File: src/bpca_pkg.sv
// shared constants for the priority split and control access block
package bpca_pkg;
  // system register encoding fields
  localparam logic [1:0] ENC_OP0       = 2'h3;
  localparam logic [2:0] ENC_OP1       = 3'h0;
  localparam logic [3:0] ENC_CRN       = 4'hC;
  localparam logic [3:0] ENC_CRM_G1    = 4'hC;
  localparam logic [2:0] ENC_OP2_G1    = 3'h3;
  localparam logic [3:0] ENC_CRM_G0    = 4'h8;
  localparam logic [2:0] ENC_OP2_G0    = 3'h3;
  localparam logic [3:0] ENC_CRM_CTL   = 4'hC;
  localparam logic [2:0] ENC_OP2_CTL   = 3'h4;
  // privilege levels
  localparam logic [1:0] LVL_1         = 2'h1;
  localparam logic [1:0] LVL_2         = 2'h2;
  localparam logic [1:0] LVL_3         = 2'h3;
  // field layout
  localparam int         SPLIT_MSB     = 2;
  localparam int         SHARED_BIT    = 0;
  localparam logic [2:0] SPLIT_MAX     = 3'h7;
  // reset values
  localparam logic [2:0]  SPLIT0_MIN_RST = 3'h2;
  localparam logic [2:0]  SPLIT1_S_RST   = 3'h2;
  localparam logic [2:0]  SPLIT1_NS_RST  = 3'h3;
  localparam logic [31:0] CTL_RST        = 32'h0000_0000;
  // response latency in cycles from request to answer
  localparam int          RESP_LAT       = 1;
endpackage : bpca_pkg

File: src/bpca_core.sv
// priority split registers and control register access with trap decode
// Function
// - group-1 split field divides 8-bit priority into group and subpriority
// - secure value n: group bits 7..n+1; value 7 gives no preemption
// - non-secure value n: group bits 7..n; zero has no split
// - writing zero to the group-1 split loads its non-zero reset value
// - with level 3 and secure shared select, secure L1 writes hit group-0
// - same condition, secure L1 reads return the group-0 split
// - non-secure shared select, no routing or trap: reads give group-0+1 sat
// - same case: non-secure L1 and L2 writes are ignored
// - non-secure shared select, irq trap, no routing: L1/L2 trap to level 3
// - shared select with routing: L1 goes virtual, L2 sat read, write ignored
// - routing and irq trap both set: non-secure L2 traps to level 3
// - no level 3: control shared bit selects same behaviour by routing bit
// - core reaches group-1 split with encoding 11 000 1100 1100 011
// - routing bit set: non-secure L1 group-1 access goes to virtual copy
// - secure control copy from secure L1/L3; non-secure from NS L1/L2/L3
// - NS L1 control access is physical only when both routing bits clear
// - control access from level 1, 2 or 3 traps there if its enable is 0
// - common register trap bit set: NS L1 control access traps to level 2
// - both top trap bits set: secure L1 control access traps to level 3
// - both top trap bits set: level-2 control access traps to level 3
// - both top traps, both routing clear: NS L1 control traps to level 3
// - control register is 32 bits with secure and non-secure copies
// - shared select makes group-0 split set group-1 preemption grouping
`timescale 1ns/1ps
`default_nettype none
module bpca_core #(
  parameter logic [2:0] SPLIT0_MIN = bpca_pkg::SPLIT0_MIN_RST,
  parameter logic [2:0] SPLIT1_S_RESET = bpca_pkg::SPLIT1_S_RST,
  parameter logic [2:0] SPLIT1_NS_RESET = bpca_pkg::SPLIT1_NS_RST
) (
  input  wire logic        ref_clk,
  input  wire logic        rst_b,
  input  wire logic        acc_valid,
  input  wire logic        acc_write,
  input  wire logic [1:0]  acc_op0,
  input  wire logic [2:0]  acc_op1,
  input  wire logic [3:0]  acc_crn,
  input  wire logic [3:0]  acc_crm,
  input  wire logic [2:0]  acc_op2,
  input  wire logic [1:0]  acc_level,
  input  wire logic        acc_secure,
  input  wire logic [31:0] acc_wdata,
  input  wire logic        lvl3_present,
  input  wire logic        hyp_irq_route,
  input  wire logic        hyp_fiq_route,
  input  wire logic        top_irq_trap,
  input  wire logic        top_fiq_trap,
  input  wire logic        lvl1_sysreg_enable,
  input  wire logic        lvl2_sysreg_enable,
  input  wire logic        lvl3_sysreg_enable,
  input  wire logic        hyp_common_reg_trap,
  input  wire logic        secure_shared_split_select,
  input  wire logic        nonsecure_shared_split_select,
  output logic             resp_valid,
  output logic [31:0]      resp_rdata,
  output logic             resp_trap,
  output logic [1:0]       resp_trap_level,
  output logic             resp_virtual,
  output logic [2:0]       g0_split,
  output logic [2:0]       g1_split_s,
  output logic [2:0]       g1_split_ns,
  output logic [7:0]       g1_group_mask_s,
  output logic [7:0]       g1_group_mask_ns
);

  // group priority bits kept above the cut; cut 8 means no preemption
  function automatic logic [7:0] grp_mask(input logic [3:0] cut);
    grp_mask = (cut >= 4'h8) ? 8'h00 : 8'(8'hFF << cut);
  endfunction : grp_mask

  // zero loads the reset value, below minimum clamps to the minimum
  function automatic logic [2:0] fix_split(input logic [2:0] v,
                                           input logic [2:0] minv,
                                           input logic [2:0] rstv);
    if (v == 3'h0) begin
      fix_split = rstv;
    end else if (v < minv) begin
      fix_split = minv;
    end else begin
      fix_split = v;
    end
  endfunction : fix_split

  function automatic logic [2:0] sat_inc(input logic [2:0] v);
    sat_inc = (v == bpca_pkg::SPLIT_MAX) ? bpca_pkg::SPLIT_MAX : v + 3'h1;
  endfunction : sat_inc

  logic [2:0]  g0_r, g0_nxt;
  logic [2:0]  g1s_r, g1s_nxt;
  logic [2:0]  g1ns_r, g1ns_nxt;
  logic [31:0] ctl_s_r, ctl_s_nxt;
  logic [31:0] ctl_ns_r, ctl_ns_nxt;
  logic        rv_r, rv_nxt;
  logic [31:0] rd_r, rd_nxt;
  logic        tr_r, tr_nxt;
  logic [1:0]  tl_r, tl_nxt;
  logic        vi_r, vi_nxt;
  logic [7:0]  ms_r, ms_nxt;
  logic [7:0]  mns_r, mns_nxt;

  logic        enc_base;
  logic        hit_g1;
  logic        hit_g0;
  logic        hit_ctl;
  logic        is_ns;
  logic        sre_ok;
  logic        ns_shared;
  logic        both_top;
  logic        no_route;
  logic        s_shared_eff;

  always_comb begin
    enc_base  = acc_op0 == bpca_pkg::ENC_OP0 && acc_op1 == bpca_pkg::ENC_OP1
             && acc_crn == bpca_pkg::ENC_CRN;
    hit_g1    = enc_base && acc_crm == bpca_pkg::ENC_CRM_G1
             && acc_op2 == bpca_pkg::ENC_OP2_G1;
    hit_g0    = enc_base && acc_crm == bpca_pkg::ENC_CRM_G0
             && acc_op2 == bpca_pkg::ENC_OP2_G0;
    hit_ctl   = enc_base && acc_crm == bpca_pkg::ENC_CRM_CTL
             && acc_op2 == bpca_pkg::ENC_OP2_CTL;
    is_ns     = !acc_secure || acc_level == bpca_pkg::LVL_2;
    sre_ok    = (acc_level == bpca_pkg::LVL_1 && lvl1_sysreg_enable)
             || (acc_level == bpca_pkg::LVL_2 && lvl2_sysreg_enable)
             || (acc_level == bpca_pkg::LVL_3 && lvl3_sysreg_enable);
    // without level 3 the non-secure control copy holds the shared bit
    ns_shared = lvl3_present ? nonsecure_shared_split_select
                             : ctl_ns_r[bpca_pkg::SHARED_BIT];
    s_shared_eff = lvl3_present && secure_shared_split_select;
    both_top  = lvl3_present && top_irq_trap && top_fiq_trap;
    no_route  = !hyp_irq_route && !hyp_fiq_route;

    g0_nxt   = g0_r;
    g1s_nxt  = g1s_r;
    g1ns_nxt = g1ns_r;
    ctl_s_nxt  = ctl_s_r;
    ctl_ns_nxt = ctl_ns_r;
    rv_nxt = acc_valid;
    rd_nxt = 32'h0000_0000;
    tr_nxt = 1'b0;
    tl_nxt = 2'h0;
    vi_nxt = 1'b0;

    if (acc_valid && !sre_ok && (hit_g1 || hit_g0 || hit_ctl)) begin
      tr_nxt = 1'b1;
      tl_nxt = acc_level;
    end else if (acc_valid && hit_ctl) begin
      if (is_ns && acc_level == bpca_pkg::LVL_1 && hyp_common_reg_trap) begin
        tr_nxt = 1'b1;
        tl_nxt = bpca_pkg::LVL_2;
      end else if (both_top && (acc_level == bpca_pkg::LVL_2
               || (acc_level == bpca_pkg::LVL_1 && !is_ns)
               || (acc_level == bpca_pkg::LVL_1 && no_route))) begin
        tr_nxt = 1'b1;
        tl_nxt = bpca_pkg::LVL_3;
      end else if (is_ns && acc_level == bpca_pkg::LVL_1 && !no_route) begin
        vi_nxt = 1'b1;
      end else if (is_ns) begin
        rd_nxt = ctl_ns_r;
        if (lvl3_present) begin
          rd_nxt[bpca_pkg::SHARED_BIT] = nonsecure_shared_split_select;
        end
        if (acc_write) begin
          ctl_ns_nxt = acc_wdata;
        end
      end else begin
        rd_nxt = ctl_s_r;
        rd_nxt[bpca_pkg::SHARED_BIT] = secure_shared_split_select;
        if (acc_write) begin
          ctl_s_nxt = acc_wdata;
        end
      end
    end else if (acc_valid && hit_g0) begin
      if (is_ns && acc_level == bpca_pkg::LVL_1 && hyp_fiq_route) begin
        vi_nxt = 1'b1;
      end else begin
        rd_nxt = {29'h0, g0_r};
        if (acc_write) begin
          g0_nxt = fix_split(acc_wdata[bpca_pkg::SPLIT_MSB:0], SPLIT0_MIN,
                             SPLIT0_MIN);
        end
      end
    end else if (acc_valid && hit_g1) begin
      if (lvl3_present && top_irq_trap && (acc_level == bpca_pkg::LVL_2
          || (acc_level == bpca_pkg::LVL_1 && !is_ns)
          || (acc_level == bpca_pkg::LVL_1 && !hyp_irq_route))) begin
        tr_nxt = 1'b1;
        tl_nxt = bpca_pkg::LVL_3;
      end else if (is_ns && acc_level == bpca_pkg::LVL_1
                   && hyp_irq_route) begin
        vi_nxt = 1'b1;
      end else if (!is_ns && acc_level == bpca_pkg::LVL_1 && s_shared_eff) begin
        rd_nxt = {29'h0, g0_r};
        if (acc_write) begin
          g0_nxt = fix_split(acc_wdata[bpca_pkg::SPLIT_MSB:0], SPLIT0_MIN,
                             SPLIT0_MIN);
        end
      end else if (is_ns && acc_level != bpca_pkg::LVL_3 && ns_shared) begin
        rd_nxt = {29'h0, sat_inc(g0_r)};
      end else if (is_ns) begin
        rd_nxt = {29'h0, g1ns_r};
        if (acc_write) begin
          g1ns_nxt = fix_split(acc_wdata[bpca_pkg::SPLIT_MSB:0],
                               SPLIT0_MIN + 3'h1, SPLIT1_NS_RESET);
        end
      end else begin
        rd_nxt = {29'h0, g1s_r};
        if (acc_write) begin
          g1s_nxt = fix_split(acc_wdata[bpca_pkg::SPLIT_MSB:0], SPLIT0_MIN,
                              SPLIT1_S_RESET);
        end
      end
    end

    // group-1 preemption masks follow group-0 when sharing is on
    ms_nxt  = s_shared_eff ? grp_mask({1'b0, g0_r} + 4'h1)
                           : grp_mask({1'b0, g1s_r} + 4'h1);
    mns_nxt = ns_shared ? grp_mask({1'b0, g0_r} + 4'h1)
                        : grp_mask({1'b0, g1ns_r});
  end

  always_ff @(posedge ref_clk or negedge rst_b) begin
    if (!rst_b) begin
      g0_r     <= SPLIT0_MIN;
      g1s_r    <= SPLIT1_S_RESET;
      g1ns_r   <= SPLIT1_NS_RESET;
      ctl_s_r  <= bpca_pkg::CTL_RST;
      ctl_ns_r <= bpca_pkg::CTL_RST;
      rv_r     <= 1'b0;
      rd_r     <= 32'h0000_0000;
      tr_r     <= 1'b0;
      tl_r     <= 2'h0;
      vi_r     <= 1'b0;
      ms_r     <= 8'h00;
      mns_r    <= 8'h00;
    end else begin
      g0_r     <= g0_nxt;
      g1s_r    <= g1s_nxt;
      g1ns_r   <= g1ns_nxt;
      ctl_s_r  <= ctl_s_nxt;
      ctl_ns_r <= ctl_ns_nxt;
      rv_r     <= rv_nxt;
      rd_r     <= rd_nxt;
      tr_r     <= tr_nxt;
      tl_r     <= tl_nxt;
      vi_r     <= vi_nxt;
      ms_r     <= ms_nxt;
      mns_r    <= mns_nxt;
    end
  end

  assign resp_valid       = rv_r;
  assign resp_rdata       = rd_r;
  assign resp_trap        = tr_r;
  assign resp_trap_level  = tl_r;
  assign resp_virtual     = vi_r;
  assign g0_split         = g0_r;
  assign g1_split_s       = g1s_r;
  assign g1_split_ns      = g1ns_r;
  assign g1_group_mask_s  = ms_r;
  assign g1_group_mask_ns = mns_r;

  // checks
  sre_trap_a: assert property (@(posedge ref_clk) disable iff (!rst_b)
    acc_valid && hit_ctl && acc_level == bpca_pkg::LVL_2 && !lvl2_sysreg_enable
    |=> resp_trap && resp_trap_level == bpca_pkg::LVL_2)
    else $error("disabled level 2 access did not trap to level 2");

  common_trap_a: assert property (@(posedge ref_clk) disable iff (!rst_b)
    acc_valid && hit_ctl && sre_ok && !acc_secure
    && acc_level == bpca_pkg::LVL_1 && hyp_common_reg_trap
    |=> resp_trap && resp_trap_level == bpca_pkg::LVL_2)
    else $error("common register trap not taken to level 2");

  top_trap_a: assert property (@(posedge ref_clk) disable iff (!rst_b)
    acc_valid && hit_ctl && lvl2_sysreg_enable && lvl3_present
    && acc_level == bpca_pkg::LVL_2 && top_irq_trap && top_fiq_trap
    |=> resp_trap && resp_trap_level == bpca_pkg::LVL_3)
    else $error("level 2 control access not trapped to level 3");

  ctl_virt_a: assert property (@(posedge ref_clk) disable iff (!rst_b)
    acc_valid && hit_ctl && sre_ok && !acc_secure && !hyp_common_reg_trap
    && acc_level == bpca_pkg::LVL_1 && !no_route && !both_top
    |=> resp_virtual && !resp_trap)
    else $error("routed control access not sent to virtual copy");

  zero_write_a: assert property (@(posedge ref_clk) disable iff (!rst_b)
    acc_valid && acc_write && hit_g1 && sre_ok && acc_secure
    && acc_level == bpca_pkg::LVL_3 && acc_wdata[2:0] == 3'h0
    |=> g1_split_s == SPLIT1_S_RESET)
    else $error("zero write did not load reset value");

  sat_read_a: assert property (@(posedge ref_clk) disable iff (!rst_b)
    acc_valid && !acc_write && hit_g1 && sre_ok && !acc_secure
    && acc_level == bpca_pkg::LVL_1 && lvl3_present && !top_irq_trap
    && !hyp_irq_route && nonsecure_shared_split_select
    |=> resp_rdata == {29'h0, sat_inc($past(g0_r))})
    else $error("shared read did not return saturated group-0 plus one");

  ignore_write_a: assert property (@(posedge ref_clk) disable iff (!rst_b)
    acc_valid && acc_write && hit_g1 && sre_ok && !acc_secure
    && acc_level == bpca_pkg::LVL_2 && ns_shared
    |=> $stable(g1_split_ns))
    else $error("shared-mode write changed the group-1 split");

  alias_write_a: assert property (@(posedge ref_clk) disable iff (!rst_b)
    acc_valid && acc_write && hit_g1 && sre_ok && acc_secure
    && acc_level == bpca_pkg::LVL_1 && s_shared_eff && !top_irq_trap
    && acc_wdata[2:0] >= SPLIT0_MIN
    |=> g0_split == $past(acc_wdata[2:0]) && $stable(g1_split_s))
    else $error("secure shared write did not reach group-0");

  mask_ns_a: assert property (@(posedge ref_clk) disable iff (!rst_b)
    !ns_shared ##1 !ns_shared && $stable(g1_split_ns)
    |=> g1_group_mask_ns == 8'(8'hFF << $past(g1_split_ns)))
    else $error("non-secure group mask wrong for split value");

  resp_lat_a: assert property (@(posedge ref_clk) disable iff (!rst_b)
    acc_valid |=> resp_valid)
    else $error("access got no response one cycle later");

endmodule : bpca_core
`default_nettype wire

File: config.mk
export PLATFORM = sky130hd
export DESIGN_NAME = bpca_core
export DESIGN_NICKNAME = d
export VERILOG_FILES = /design/src/bpca_pkg.sv /design/src/bpca_core.sv
export SDC_FILE = /design/constraint.sdc
export NUM_CORES = 1
export LEC_CHECK = 0
export BUFFER_PORTS_ARGS = -buffer_cell sky130_fd_sc_hd__buf_2
export CELL_PAD_IN_SITES_DETAIL_PLACEMENT = 0
export CELL_PAD_IN_SITES_GLOBAL_PLACEMENT = 2
export CORE_MARGIN = 8
export CORE_UTILIZATION = 30
export DETAILED_ROUTE_END_ITERATION = 8
export PLACE_DENSITY_LB_ADDON = 0.1
export RECOVER_POWER = 25
export SETUP_SLACK_MARGIN = 0.5
export SYNTH_ARGS = -nofsm -noshare
export SYNTH_HDL_FRONTEND = slang
export SYNTH_SLANG_ARGS = --single-unit
File: constraint.sdc
create_clock -name ref_clk -period 2.6 [get_ports ref_clk]
set_clock_uncertainty 0.15 [all_clocks]
set_input_delay 0.78 -clock ref_clk [delete_from_list [all_inputs] [get_ports ref_clk]]
set_output_delay 0.78 -clock ref_clk [all_outputs]
set_load 0.01 [all_outputs]
======== Word-level counts from Yosys, hierarchy flattened ========
Cells that the tools add are included.
W data, S select, Z words.
operators by class
  add/subtract/negate cells ............... 3
  $lt $le $gt $ge ......................... 4
  equality and inequality tests ........... 14
  shift operators ......................... 3
  multiplexer cells ....................... 55
  bitwise logic cells ..................... 11
  reductions and logical operators ........ 55
operators with widths
  kind                   count
  $mux W32               7
  $mux W3                19
  $logic_and A1 B1 Y1    32
  $mux W8                4
  $reduce_and A7 Y1      3
  $reduce_and A10 Y1     2
  $mux W1                18
  $shl A8 B4 Y8 const A  2
  $mux W2                7
  $eq A4 B4 Y1 const B   3
  $not A1 Y1             11
  $add A3 B1 Y4 const B  2
  $ge A4 B4 Y1 const B   2
  $logic_or A1 B1 Y1     8
  $ne A2 B2 Y1 const B   4
  $shl A8 B3 Y8 const A  1
  $eq A2 B2 Y1 const B   3
  $eq A3 B3 Y1 const B   2
  $logic_not A1 Y1       6
  $logic_not A3 Y1       2
  $lt A3 B2 Y1 const B   2
  $reduce_bool A2 Y1     2
  $add A3 B1 Y3 const B  1
  $eq A3 B2 Y1 const B   1
  $eq A2 B1 Y1 const B   1
word-level totals
  register bits ........................... 126
  bits of input ports ..................... 66
  output and inout port bits .............. 62
  word-level logic and storage cells ...... 157

======== Logic depth before layout (Yosys ltp) ========
Gate-level depths: netlist of the first run.
  depth after elaboration ................. 12
  depth in mapped cells ................... 8
  mapped depth without buffers ............ 6

======== Least setup slack after synthesis of the first run ========
No wires, ideal clock.
  path type ............................... input to register
  from .................................... in acc_crn[0]
  to ...................................... reg ctl_ns_r[0]
  library setup time ...................... 125 ps
  arrival ................................. 2449 ps
  required time ........................... 2325 ps
  path slack .............................. -124 ps
  cell stages on the path ................. 7
  path buffers ............................ 2
  cell sequence ........................... and4bb_1 and4_4 nand2b_4 buf_6 nor4b_4 buf_6 mux2_4
between the ends
  cells in the longest elaborated chain, start to end .. 9
  elaborated cells on any way between the ends .. 13
  classes of those cells .................. eq/ne (1); bitwise (1); reduce/logical (11)
ends and longest elaborated chain
  element                                        line                                                  source
  start: declaration                             bpca_core.sv:39                                       input wire logic [3:0] acc_crn,
  $eq A4 B4 Y1 *                                 bpca_core.sv:116                                      && acc_crn == bpca_pkg::ENC_CRN;
  $logic_and A1 B1 Y1 *                          bpca_core.sv:116
  $logic_and A1 B1 Y1, on equally long branches  bpca_core.sv:117, bpca_core.sv:121, bpca_core.sv:119
  $logic_and A1 B1 Y1, on equally long branches  bpca_core.sv:118, bpca_core.sv:120
  $logic_or A1 B1 Y1 (2 in a row)                bpca_core.sv:145                                      if (acc_valid && !sre_ok && (hit_g1 || hit_g0 || hit_ctl)) begin
  $logic_and A1 B1 Y1                            bpca_core.sv:145
  $not A1 Y1 (no source line)                    n/a
  $reduce_and A7 Y1 (no source line) *           n/a
  end signal: assignment                         bpca_core.sv:229                                      ctl_ns_r <= bpca_pkg::CTL_RST;
  end signal: assignment                         bpca_core.sv:242                                      ctl_ns_r <= ctl_ns_nxt;
  end: declaration                               bpca_core.sv:94                                       logic [31:0] ctl_ns_r, ctl_ns_nxt;
Every way passes the cells marked *; elsewhere a longest branch is shown, timed or not.
A chain may end at the register's enable or synchronous reset.

======== Worst setup path in the final report of the first run ========
  from .................................... in acc_op1[1]
  to ...................................... reg ctl_s_r[9]
between the ends
  cells in the longest elaborated chain, start to end .. 10
  elaborated cells on any way between the ends .. 14
  classes of those cells .................. bitwise (1); reduce/logical (13)
ends and longest elaborated chain
  element                                        line                                                  source
  start: declaration                             bpca_core.sv:38                                       input wire logic [2:0] acc_op1,
  $logic_not A3 Y1 *                             bpca_core.sv:115                                      enc_base = acc_op0 == bpca_pkg::ENC_OP0 && acc_op1 == bpca_pkg::ENC_OP1
  $logic_and A1 B1 Y1 *                          bpca_core.sv:115
  $logic_and A1 B1 Y1 *                          bpca_core.sv:116
  $logic_and A1 B1 Y1, on equally long branches  bpca_core.sv:117, bpca_core.sv:121, bpca_core.sv:119
  $logic_and A1 B1 Y1, on equally long branches  bpca_core.sv:118, bpca_core.sv:120
  $logic_or A1 B1 Y1 (2 in a row)                bpca_core.sv:145
  $logic_and A1 B1 Y1                            bpca_core.sv:145
  $not A1 Y1 (no source line)                    n/a
  $reduce_and A7 Y1 (no source line) *           n/a
  end signal: assignment                         bpca_core.sv:228                                      ctl_s_r <= bpca_pkg::CTL_RST;
  end signal: assignment                         bpca_core.sv:241                                      ctl_s_r <= ctl_s_nxt;
  end: declaration                               bpca_core.sv:93                                       logic [31:0] ctl_s_r, ctl_s_nxt;
Marks and branches as above.

==> impl_metrics.py, run 1 <==
metrics = {
    "floorplan": {
        "core_area_mm2": 0.01877,
        "die_height_um": 154.5,
        "io_pins": 128,
        "initial_utilization": 0.3067,
        "rows": 50,
        "die_width_um": 154.5,
        "die_area_mm2": 0.02387,
    },
    "yosys": {
        "synth_compound_area_frac": 0.09500,
        "postSynthAreaPerCell_um2": 12.35,
        "yosys-top-cells-area": "dfrtp_1, mux2_2, mux2_4",
        "syn_area_mm2": 0.005756,
        "synthAdderAreaFrac": 0.02174,
        "synth.distinct_cells": 62,
        "synth_common_cells": "dfrtp_1, nand2_1, mux2_2",
        "synth_top_family_by_area": "multiplexers",
        "yosysWarnings": 0,
        "synthCells": 466,
        "yosysTopAreaCell": "dfrtp_1",
        "synth_flop_cell": "dfrtp_1",
        "syn_nets": 542,
        "synthSimpleGateAreaFrac": 0.1285,
        "synth-xor-area-share": 0.001522,
        "muxShareOfSynthArea": 0.1774,
        "ys_ff_latch": 125,
        "ys_seq_area_frac": 0.5443,
        "synth_edf_count": 0,
        "synthArstFlopShare": 1.000,
        "synth_top_area_share": 0.5261,
        "synth_most_common_cell": "dfrtp_1",
    },
    "clock_network": {
        "cts.sink_count": 125,
        "h-tree-depth": 4,
        "cts_max_path_buffers": 2,
        "hold_buffers": 0,
        "clock_latency_ns": 0.41,
        "cts_root_buffer": "clkbuf_16",
        "path_clk_slew_ns": 0.05,
        "numCtsBuffers": 17,
        "cts_tree": "built",
    },
    "sta": {
        "period_share": 0.9248,
        "setup_viol": 0,
        "max_freq_mhz": 415.9,
        "rsz0062_at_grt": "true",
        "relSlewSlack": 0.2345,
        "slew_violations": 0,
        "setup_slack_ns": 0.1956,
        "hold_viol_final": 0,
        "period_minus_slack_ns": 2.404,
        "whs_ns": 0.3395,
        "worstMarginPinSlew_ns": 1.148,
    },
    "power": {
        "p_sw_frac": 0.2300,
        "power_density_mw_per_mm2": 541.7,
        "pwr-share-seq": 0.438,
        "leakagePower_nw": 3.927,
        "vdd_ir_drop_max_v": 0.0003439,
        "switchingPower_w": 0.001030,
        "pwr-share-clk": 0.487,
        "internal-power_w": 0.003449,
        "power_w": 0.004479,
        "p_comb_frac": 0.074,
    },
    "finish": {
        "final_cells": 914,
        "drive_above_1_share": 0.5618,
        "nNetsFinal": 745,
        "fillers": 1763,
        "diodes": 0,
        "area_growth_pct": 43.67,
    },
    "global_routing": {
        "overflow": 0,
        "grt_pass1_vias": 5018,
        "antenna_found_initial": 0,
        "grt_pass1_wl_um": 27590,
        "grt.total_usage": 0.1500,
        "grt_start_max_net_pins": 40,
    },
    "placed_design": {
        "hpwl_um": 11330,
        "placedCellCount": 858,
        "pre_cts_ws_ns": -0.2717,
        "routabilityCongestion": 0.8396,
        "port_buffers": 127,
    },
    "setup_path": {
        "r2r_cells": 6,
        "timing.rr.start": "g0_split[1]",
        "cp-end-kind": "register",
        "r2r_slack_ns": 0.66,
        "critPathLaunchType": "primary input",
        "required_ns": 2.74,
        "worst-path-max-fanout": 31,
        "r2r-end": "g1_group_mask_s[2]",
        "critPathKind": "primary input to register",
        "arrival_ns": 2.54,
    },
    "routing": {
        "routed_wl_um": 17390,
        "detail-route-antenna-nets": 0,
        "vias": 4465,
        "drt_iter0_markers": 237,
        "drt-wirelength-per-cell_um": 19.03,
        "vias_per_cell": 4.885,
        "dr.pass1.iters": 4,
        "drc_errors": 0,
    },
    "worst_hold_path": {
        "min_to": "resp_valid",
        "min_path_type": "primary input to register",
        "min_path_cells": 1,
        "hp-start": "acc_valid",
    },
    "job": {
        "maxCapViolCount": 0,
    },
    "run_status": {
        "status": "completed",
    },
}
==> worst max-delay path by stage <==
stage / from / to / depth (start not counted)
final: acc_op1[1] / ctl_s_r[9] / 8
after global placement: acc_crn[0] / g1_split_s[0] / 8
after CTS: acc_crn[1] / ctl_ns_r[26] / 8
after global routing: rst_b / ctl_s_r[13] / 2
after floorplan: acc_crn[0] / ctl_ns_r[0] / 7
after detailed placement: acc_crn[0] / g1_split_s[0] / 8
==> cells by family (layout without fill, tap and decap cells) <==
kind of cell,after synthesis,after routing
simple gates,135,135
flops,125,125
compound gates,84,84
mux,81,81
buf+inv,30,244
fa+ha+maj,10,10
xor+xnor,1,1
==> worst max-delay path, cell delays in order <==
cell	delay, ns
buf_6	0.09
and4b_2	0.29
and4_4	0.23
buf_4	0.12
nand2b_4	0.08
nor4_4	0.31
buf_12	0.26
mux2_2	0.37
==> power groups by stage <==
stage | clock [W] | combinational [W] | sequential [W]
floorplan | 0 | 0.000107 | 0.00200
CTS | 0.00225 | 0.000332 | 0.00196
global route | 0.00234 | 0.000368 | 0.00196
global placement | 0 | 0.000317 | 0.00200
finish | 0.00218 | 0.000333 | 0.00196
detailed placement | 0 | 0.000318 | 0.00200
==> metal layers <==
| layer | global-route usage | vias up | wire length [um] | share of wire |
|---|---|---|---|---|
| met5 | 0 | - | 0 | 0 |
| met4 | 0.04853 | 0 | 291 | 0.017 |
| met3 | 0.04570 | 22 | 878 | 0.050 |
| met2 | 0.2506 | 111 | 8638 | 0.50 |
| met1 | 0.1815 | 2274 | 7581 | 0.44 |
| li1 | - | 2058 | - | - |
==> stage by stage <==
stage / utilization / cell area (um^2) / TNS, ns
global placement: 0.3827 / 7183 / -11.16
floorplan: - / 5972 / -1.888
global route: 0.4406 / 8269 / 0
detailed placement: 0.3827 / 7183 / -13.22
CTS: 0.4297 / 8064 / 0
finish: 0.4406 / 8269 / 0
==> sequential cells by signal, indices dropped and copies added, names as in the netlist <==
register / flops
resp_valid: 1
g1_group_mask_ns: 8
ctl_ns_r: 32
resp_trap_level: 2
g1_group_mask_s: 8
resp_trap: 1
ctl_s_r: 31
g0_split: 3
resp_virtual: 1
g1_split_ns: 3
g1_split_s: 3
resp_rdata: 32
==> timing repair <==
action                     in CTS  in global routing
buffers inserted               11                  9
resized for setup              25                 28
pin swaps                      10                 11
gates cloned                    5                  1
setup endpoints to repair     113                113
==> cell type report <==
class,count,area [um^2],area share
repair buffers,205,1483,0.1793
flip-flops and latches,125,3136,0.3792
well taps,234,292.8,0.03541
clock buffers,23,467.9,0.05659
inverters,9,33.78,0.004085
clock inverters,7,66.31,0.008019
multi-input cells,311,2790,0.3374
==> layout by cell type (no fill, tap or decap), types with 3 or more instances in the layout <==
cell,count
buf_2,121
dfrtp_1,119
nand2_1,77
buf_4,54
mux2_4,42
mux2_2,36
a21oi_2,29
clkbuf_16,18
o21ai_0,16
buf_6,12
ha_1,10
inv_1,9
nand3_1,7
buf_12,7
a21oi_1,6
o211ai_1,5
clkbuf_1,5
buf_16,5
nor2_1,4
nand2b_1,4
nor4_4,4
clkinv_2,4
dfstp_2,4
mux2i_1,3
nand2b_4,3
nand3b_1,3
o22ai_1,3
and2_1,3
o21a_1,3
nand4_1,3
clkbuf_2,3
(Power assumes the default switching activity.)
==> run 2: changes to the inputs <==
--- a/config.mk
+++ b/config.mk
@@ -6,8 +6,8 @@
 export NUM_CORES = 1
 export LEC_CHECK = 0
 export BUFFER_PORTS_ARGS = -buffer_cell sky130_fd_sc_hd__buf_2
-export CELL_PAD_IN_SITES_DETAIL_PLACEMENT = 0
-export CELL_PAD_IN_SITES_GLOBAL_PLACEMENT = 2
+export CELL_PAD_IN_SITES_DETAIL_PLACEMENT = 1
+export CELL_PAD_IN_SITES_GLOBAL_PLACEMENT = 1
 export CORE_MARGIN = 8
 export CORE_UTILIZATION = 30
 export DETAILED_ROUTE_END_ITERATION = 8
@@ -17,3 +17,4 @@
 export SYNTH_ARGS = -nofsm -noshare
 export SYNTH_HDL_FRONTEND = slang
 export SYNTH_SLANG_ARGS = --single-unit
+export TNS_END_PERCENT = 20
==> impl_metrics.py, run 2 (synthesis results as in run 1) <==
metrics = {
    "setup_path": {
        "arrival_ns": 2.52,
        "critPathLaunchType": "primary input",
        "required_ns": 2.75,
        "worst-path-max-fanout": 14,
        "critPathKind": "primary input to register",
        "cp-end-kind": "register",
        "r2r_cells": 6,
    },
    "worst_hold_path": {
        "min_path_cells": 1,
        "min_path_type": "primary input to register",
    },
    "routing": {
        "drt_iter0_markers": 166,
        "vias_per_cell": 4.811,
        "vias": 4301,
        "drc_errors": 0,
        "routed_wl_um": 16750,
        "dr.pass1.iters": 4,
        "detail-route-antenna-nets": 0,
        "drt-wirelength-per-cell_um": 18.74,
    },
    "sta": {
        "hold_viol_final": 0,
        "slew_violations": 0,
        "setup_slack_ns": 0.2281,
        "worstMarginPinSlew_ns": 1.187,
        "timing.setup.tns_ns": 0,
        "rsz0062_at_grt": "true",
        "relSlewSlack": 0.2089,
        "setup_viol": 0,
        "period_share": 0.9123,
        "period_minus_slack_ns": 2.372,
        "max_freq_mhz": 421.6,
    },
    "global_routing": {
        "grt_pass1_vias": 4921,
        "grt_start_max_net_pins": 79,
        "grt.total_usage": 0.1454,
        "grt_pass1_wl_um": 27110,
        "overflow": 0,
        "antenna_found_initial": 0,
    },
    "clock_network": {
        "numCtsBuffers": 17,
        "hold_buffers": 0,
        "cts_root_buffer": "clkbuf_16",
        "cts_max_path_buffers": 2,
        "cts.sink_count": 125,
        "clock_latency_ns": 0.41,
        "path_clk_slew_ns": 0.06,
        "cts_tree": "built",
        "h-tree-depth": 4,
    },
    "finish": {
        "final_cell_mix": "buf_2, dfrtp_1, nand2_1",
        "final_util": 0.4127,
        "final_common_cell": "buf_2",
        "area_growth_pct": 34.57,
        "diodes": 0,
        "nNetsFinal": 723,
        "fillers": 2056,
        "final_cells": 894,
        "drive_above_1_share": 0.4848,
    },
    "placed_design": {
        "routabilityCongestion": 0.8316,
        "pre_cts_ws_ns": -0.3891,
        "hpwl_um": 11890,
        "port_buffers": 127,
        "placedCellCount": 857,
    },
    "run_status": {
        "status": "completed",
    },
    "floorplan": {
        "die_area_mm2": 0.02387,
        "die_height_um": 154.5,
        "io_pins": 128,
        "initial_utilization": 0.3067,
        "rows": 50,
        "core_area_mm2": 0.01877,
        "die_width_um": 154.5,
    },
    "power": {
        "power_density_mw_per_mm2": 599.7,
        "leakagePower_nw": 3.746,
        "internal-power_w": 0.003553,
        "pwr-share-seq": 0.422,
        "pwr-share-clk": 0.512,
        "vdd_ir_drop_max_v": 0.0003792,
        "switchingPower_w": 0.001091,
        "p_sw_frac": 0.2350,
        "power_w": 0.004644,
        "p_comb_frac": 0.066,
    },
    "job": {
        "maxCapViolCount": 0,
    },
}
[run 2: layout make-up]
type / instances / area (um^2) / area share
Tap cell: 234 / 292.8 / 0.03780
Inverter: 9 / 33.78 / 0.004362
Clock inverter: 12 / 135.1 / 0.01745
Timing Repair Buffer: 183 / 1180 / 0.1523
Sequential cell: 125 / 3133 / 0.4045
Multi-Input combinational cell: 311 / 2514 / 0.3246
Clock buffer: 20 / 456.7 / 0.05897
[run 2: per-stage QoR]
step | hold WS [ns] | area (um^2)
floorplan | 0.3080 | 5756
global placement | 0.3192 | 7027
detailed placement | 0.3292 | 7027
CTS | 0.2034 | 7740
global route | 0.3169 | 7745
finish | 0.3310 | 7745
[run 2: routing by layer]
| metal | track usage | vias up | wire, um |
|---|---|---|---|
| li1 | - | 2017 | - |
| met1 | 0.1843 | 2153 | 7822 |
| met2 | 0.2329 | 113 | 7873 |
| met3 | 0.04430 | 18 | 840 |
| met4 | 0.04713 | 0 | 216 |
| met5 | 0 | - | 0 |
[run 2: timing repair]
| item | CTS | global route |
|---|---|---|
| pin swaps | 8 | 1 |
| setup endpoints to repair | 113 | 119 |
| resized for setup | 15 | 2 |
| setup buffers | 4 | 0 |
| cloned | 0 | 1 |
[run 2: power by group through the flow]
| stage | clock network, W | logic [W] | registers (W) |
|---|---|---|---|
| floorplan | 0 | 0.0000951 | 0.00200 |
| finish | 0.00238 | 0.000306 | 0.00196 |
| CTS | 0.00245 | 0.000321 | 0.00196 |
| global route | 0.00252 | 0.000337 | 0.00196 |
| global placement | 0 | 0.000303 | 0.00200 |
| detailed placement | 0 | 0.000307 | 0.00200 |
[run 2: path summary, 6_finish.rpt]
kind	start	slack, ns	endpoint
max in group asynchronous	rst_b	0.99	resp_rdata[0]
setup reg to reg	g0_split[1]	0.36	g1_group_mask_s[2]
min in group asynchronous	rst_b	0.55	ctl_s_r[19]
hold reg to reg	ctl_s_r[23]	0.34	ctl_s_r[23]
hold / removal	acc_valid	0.33	resp_valid
setup / recovery	acc_crn[1]	0.23	resp_rdata[3]
[run 2: critical path, stage by stage]
cell and delay [ns]:
buf_6 0.09, and4bb_1 0.29, nand4_2 0.20, buf_4 0.20
or3_1 0.40, buf_4 0.16, nand3_2 0.13, clkbuf_16 0.21
a21oi_1 0.05
==> run 3: changes to the inputs <==
--- a/config.mk
+++ b/config.mk
@@ -5,6 +5,7 @@
 export SDC_FILE = /design/constraint.sdc
 export NUM_CORES = 1
 export LEC_CHECK = 0
+export ABC_AREA = 1
 export BUFFER_PORTS_ARGS = -buffer_cell sky130_fd_sc_hd__buf_2
 export CELL_PAD_IN_SITES_DETAIL_PLACEMENT = 1
 export CELL_PAD_IN_SITES_GLOBAL_PLACEMENT = 1
==> impl_metrics.py, run 3 <==
metrics = {
    "clock_network": {
        "cts.sink_count": 125,
        "numCtsBuffers": 17,
        "cts_root_buffer": "clkbuf_16",
        "h-tree-depth": 4,
        "cts_tree": "built",
        "path_clk_slew_ns": 0.06,
        "cts_max_path_buffers": 2,
        "clock_latency_ns": 0.41,
    },
    "sta": {
        "setup_slack_ns": 0.4795,
        "period_share": 0.8156,
        "period_minus_slack_ns": 2.121,
        "whs_ns": 0.3229,
        "slew_violations": 0,
        "timing.setup.tns_ns": 0,
        "rsz0062_at_grt": "true",
        "hold_viol_final": 0,
        "relSlewSlack": 0.3532,
        "max_freq_mhz": 471.6,
        "worstMarginPinSlew_ns": 0.9702,
        "setup_viol": 0,
    },
    "global_routing": {
        "grt_pass1_vias": 5715,
        "antenna_found_initial": 0,
        "grt_pass1_wl_um": 29980,
        "grt_start_max_net_pins": 41,
        "grt.total_usage": 0.1542,
        "grt_use_met2": 0.2644,
        "overflow": 0,
        "grtUsageMet3": 0.03230,
        "use_met1": 0.1896,
        "top_usage_layer": "met2",
    },
    "floorplan": {
        "die_width_um": 158.7,
        "core_area_mm2": 0.02010,
        "io_pins": 128,
        "die_height_um": 158.7,
        "rows": 52,
        "initial_utilization": 0.3037,
        "die_area_mm2": 0.02517,
    },
    "job": {
        "maxCapViolCount": 0,
    },
    "finish": {
        "ff_latch_area_mm2": 0.003133,
        "diodes": 0,
        "final_util": 0.4094,
        "nNetsFinal": 944,
        "fillers": 2342,
        "final_cells": 1151,
        "drive_above_1_share": 0.3700,
        "area_growth_pct": 34.82,
        "final_common_cell": "nand2_1",
        "multi_input_area_mm2": 0.002648,
        "final_cell_mix": "nand2_1, buf_2, dfrtp_1",
    },
    "routing": {
        "drt-wirelength-per-cell_um": 17.00,
        "routed_wl_um": 19570,
        "vias_per_cell": 4.553,
        "dr.pass1.iters": 4,
        "detail-route-antenna-nets": 0,
        "vias": 5241,
        "drc_errors": 0,
        "drt_iter0_markers": 167,
    },
    "yosys": {
        "syn_area_mm2": 0.006106,
        "postSynthAreaPerCell_um2": 8.649,
        "yosysWarnings": 0,
        "yosys-top-cells-area": "dfrtp_1, nand2_1, inv_1",
        "synth_flop_cell": "dfrtp_1",
        "synth_common_cells": "nand2_1, dfrtp_1, inv_1",
        "yosysTopAreaCell": "dfrtp_1",
        "synth_top_area_share": 0.4959,
        "synth_edf_count": 0,
        "synth.distinct_cells": 37,
        "synthCells": 706,
        "ys_seq_area_frac": 0.5131,
        "synthArstFlopShare": 1.000,
        "synth_most_common_cell": "nand2_1",
        "syn_nets": 782,
        "ys_ff_latch": 125,
    },
    "setup_path": {
        "worst-path-max-fanout": 8,
        "worst-path-buf-inv": 4,
        "critPathLaunchType": "primary input",
        "cpPeakStageDelay_ns": 0.20,
        "arrival_ns": 2.27,
        "critPathKind": "primary input to register",
        "cp-end-kind": "register",
        "crit_path_top_delay_cell": "nand4_4",
        "path_delay_family": "simple AND/OR/NAND/NOR gates",
        "path_cells": "buf_6 > nor2_4 > buf_6 > nand3_4 > nor2_4 > nand4_4 > nor2_8 > nand4_4 > buf_12 > clkbuf_16 > nand2_4 > o21ai_2",
        "required_ns": 2.75,
    },
    "power": {
        "leakagePower_nw": 4.290,
        "power_density_mw_per_mm2": 578.5,
        "vdd_ir_drop_max_v": 0.0004569,
    },
    "placed_design": {
        "pre_cts_ws_ns": -0.03812,
        "placedCellCount": 1103,
        "hpwl_um": 13190,
        "routabilityCongestion": 0.8131,
        "port_buffers": 127,
    },
    "run_status": {
        "status": "completed",
    },
    "worst_hold_path": {
        "min_path_type": "register to register",
    },
}
## run 3: layout make-up
class                           count  area share
Tap cell                          270     0.04104
Sequential cell                   125      0.3806
Clock inverter                     11     0.01870
Multi-Input combinational cell    468      0.3216
Timing Repair Buffer              165      0.1388
Clock buffer                       21     0.05715
Inverter                           91     0.04210
## run 3: timing repair
action	4_1_cts	5_1_grt
endpoints found under the setup margin	73	113
setup buffers	0	7
gates resized for setup	2	50
pin swaps	0	11
hold buffers	0	0
cloned	0	9
## run 3: cells by family (layout without fill, tap and decap cells)
kind of cell / count (synthesis) / in the layout / synth area share
AO/OA/AOI/OAI: 109 / 109 / 0.1213
adder cells (fa/ha/maj): 10 / 10 / 0.02049
buffers and inverters: 113 / 288 / 0.08545
flip-flops: 125 / 125 / 0.5131
AND/OR/NAND/NOR: 349 / 349 / 0.2596
## run 3: layer usage
| metal | up-vias | part of all wire |
|---|---|---|
| li1 | 2544 | - |
| met1 | 2586 | 0.45 |
| met2 | 91 | 0.49 |
| met3 | 20 | 0.043 |
| met4 | 0 | 0.013 |
| met5 | - | 0 |
## run 3: through the flow
step / total power, W / cell area (um^2)
finish: 0.004762 / 8232
global route: 0.004949 / 8232
CTS: 0.004833 / 7809
detailed placement: 0.002293 / 7178
global placement: 0.002287 / 7178
floorplan: 0.002109 / 6150
## run 3: power by group
part | total [W] | internal (W) | switching (W)
Combinational | 0.000302 | 0.0000983 | 0.000204
Clock | 0.00250 | 0.00160 | 0.000905
Sequential | 0.00196 | 0.00196 | 0.00000207
Total | 0.00476 | 0.00365 | 0.00111
## run 3: worst min-delay path, cell delays in order, from the launching register on
cell     delay [ns]
dfrtp_1        0.34
nand2_1        0.06
nand2_1        0.05
## run 3: worst paths after layout
| check | from | endpoint | slack [ns] | cells after the start |
|---|---|---|---|---|
| worst max register to register | g0_split[1] | g1_group_mask_s[5] | 0.71 | 6 |
| worst max-delay path | acc_op1[0] | ctl_ns_r[28] | 0.48 | 12 |
| worst min-delay path | ctl_s_r[19] | ctl_s_r[19] | 0.32 | 2 |
| max in group asynchronous | rst_b | ctl_s_r[27] | 0.81 | 2 |
| worst min register to register | ctl_s_r[19] | ctl_s_r[19] | 0.32 | 2 |
| min in group asynchronous | rst_b | g1_group_mask_ns[5] | 0.37 | 1 |
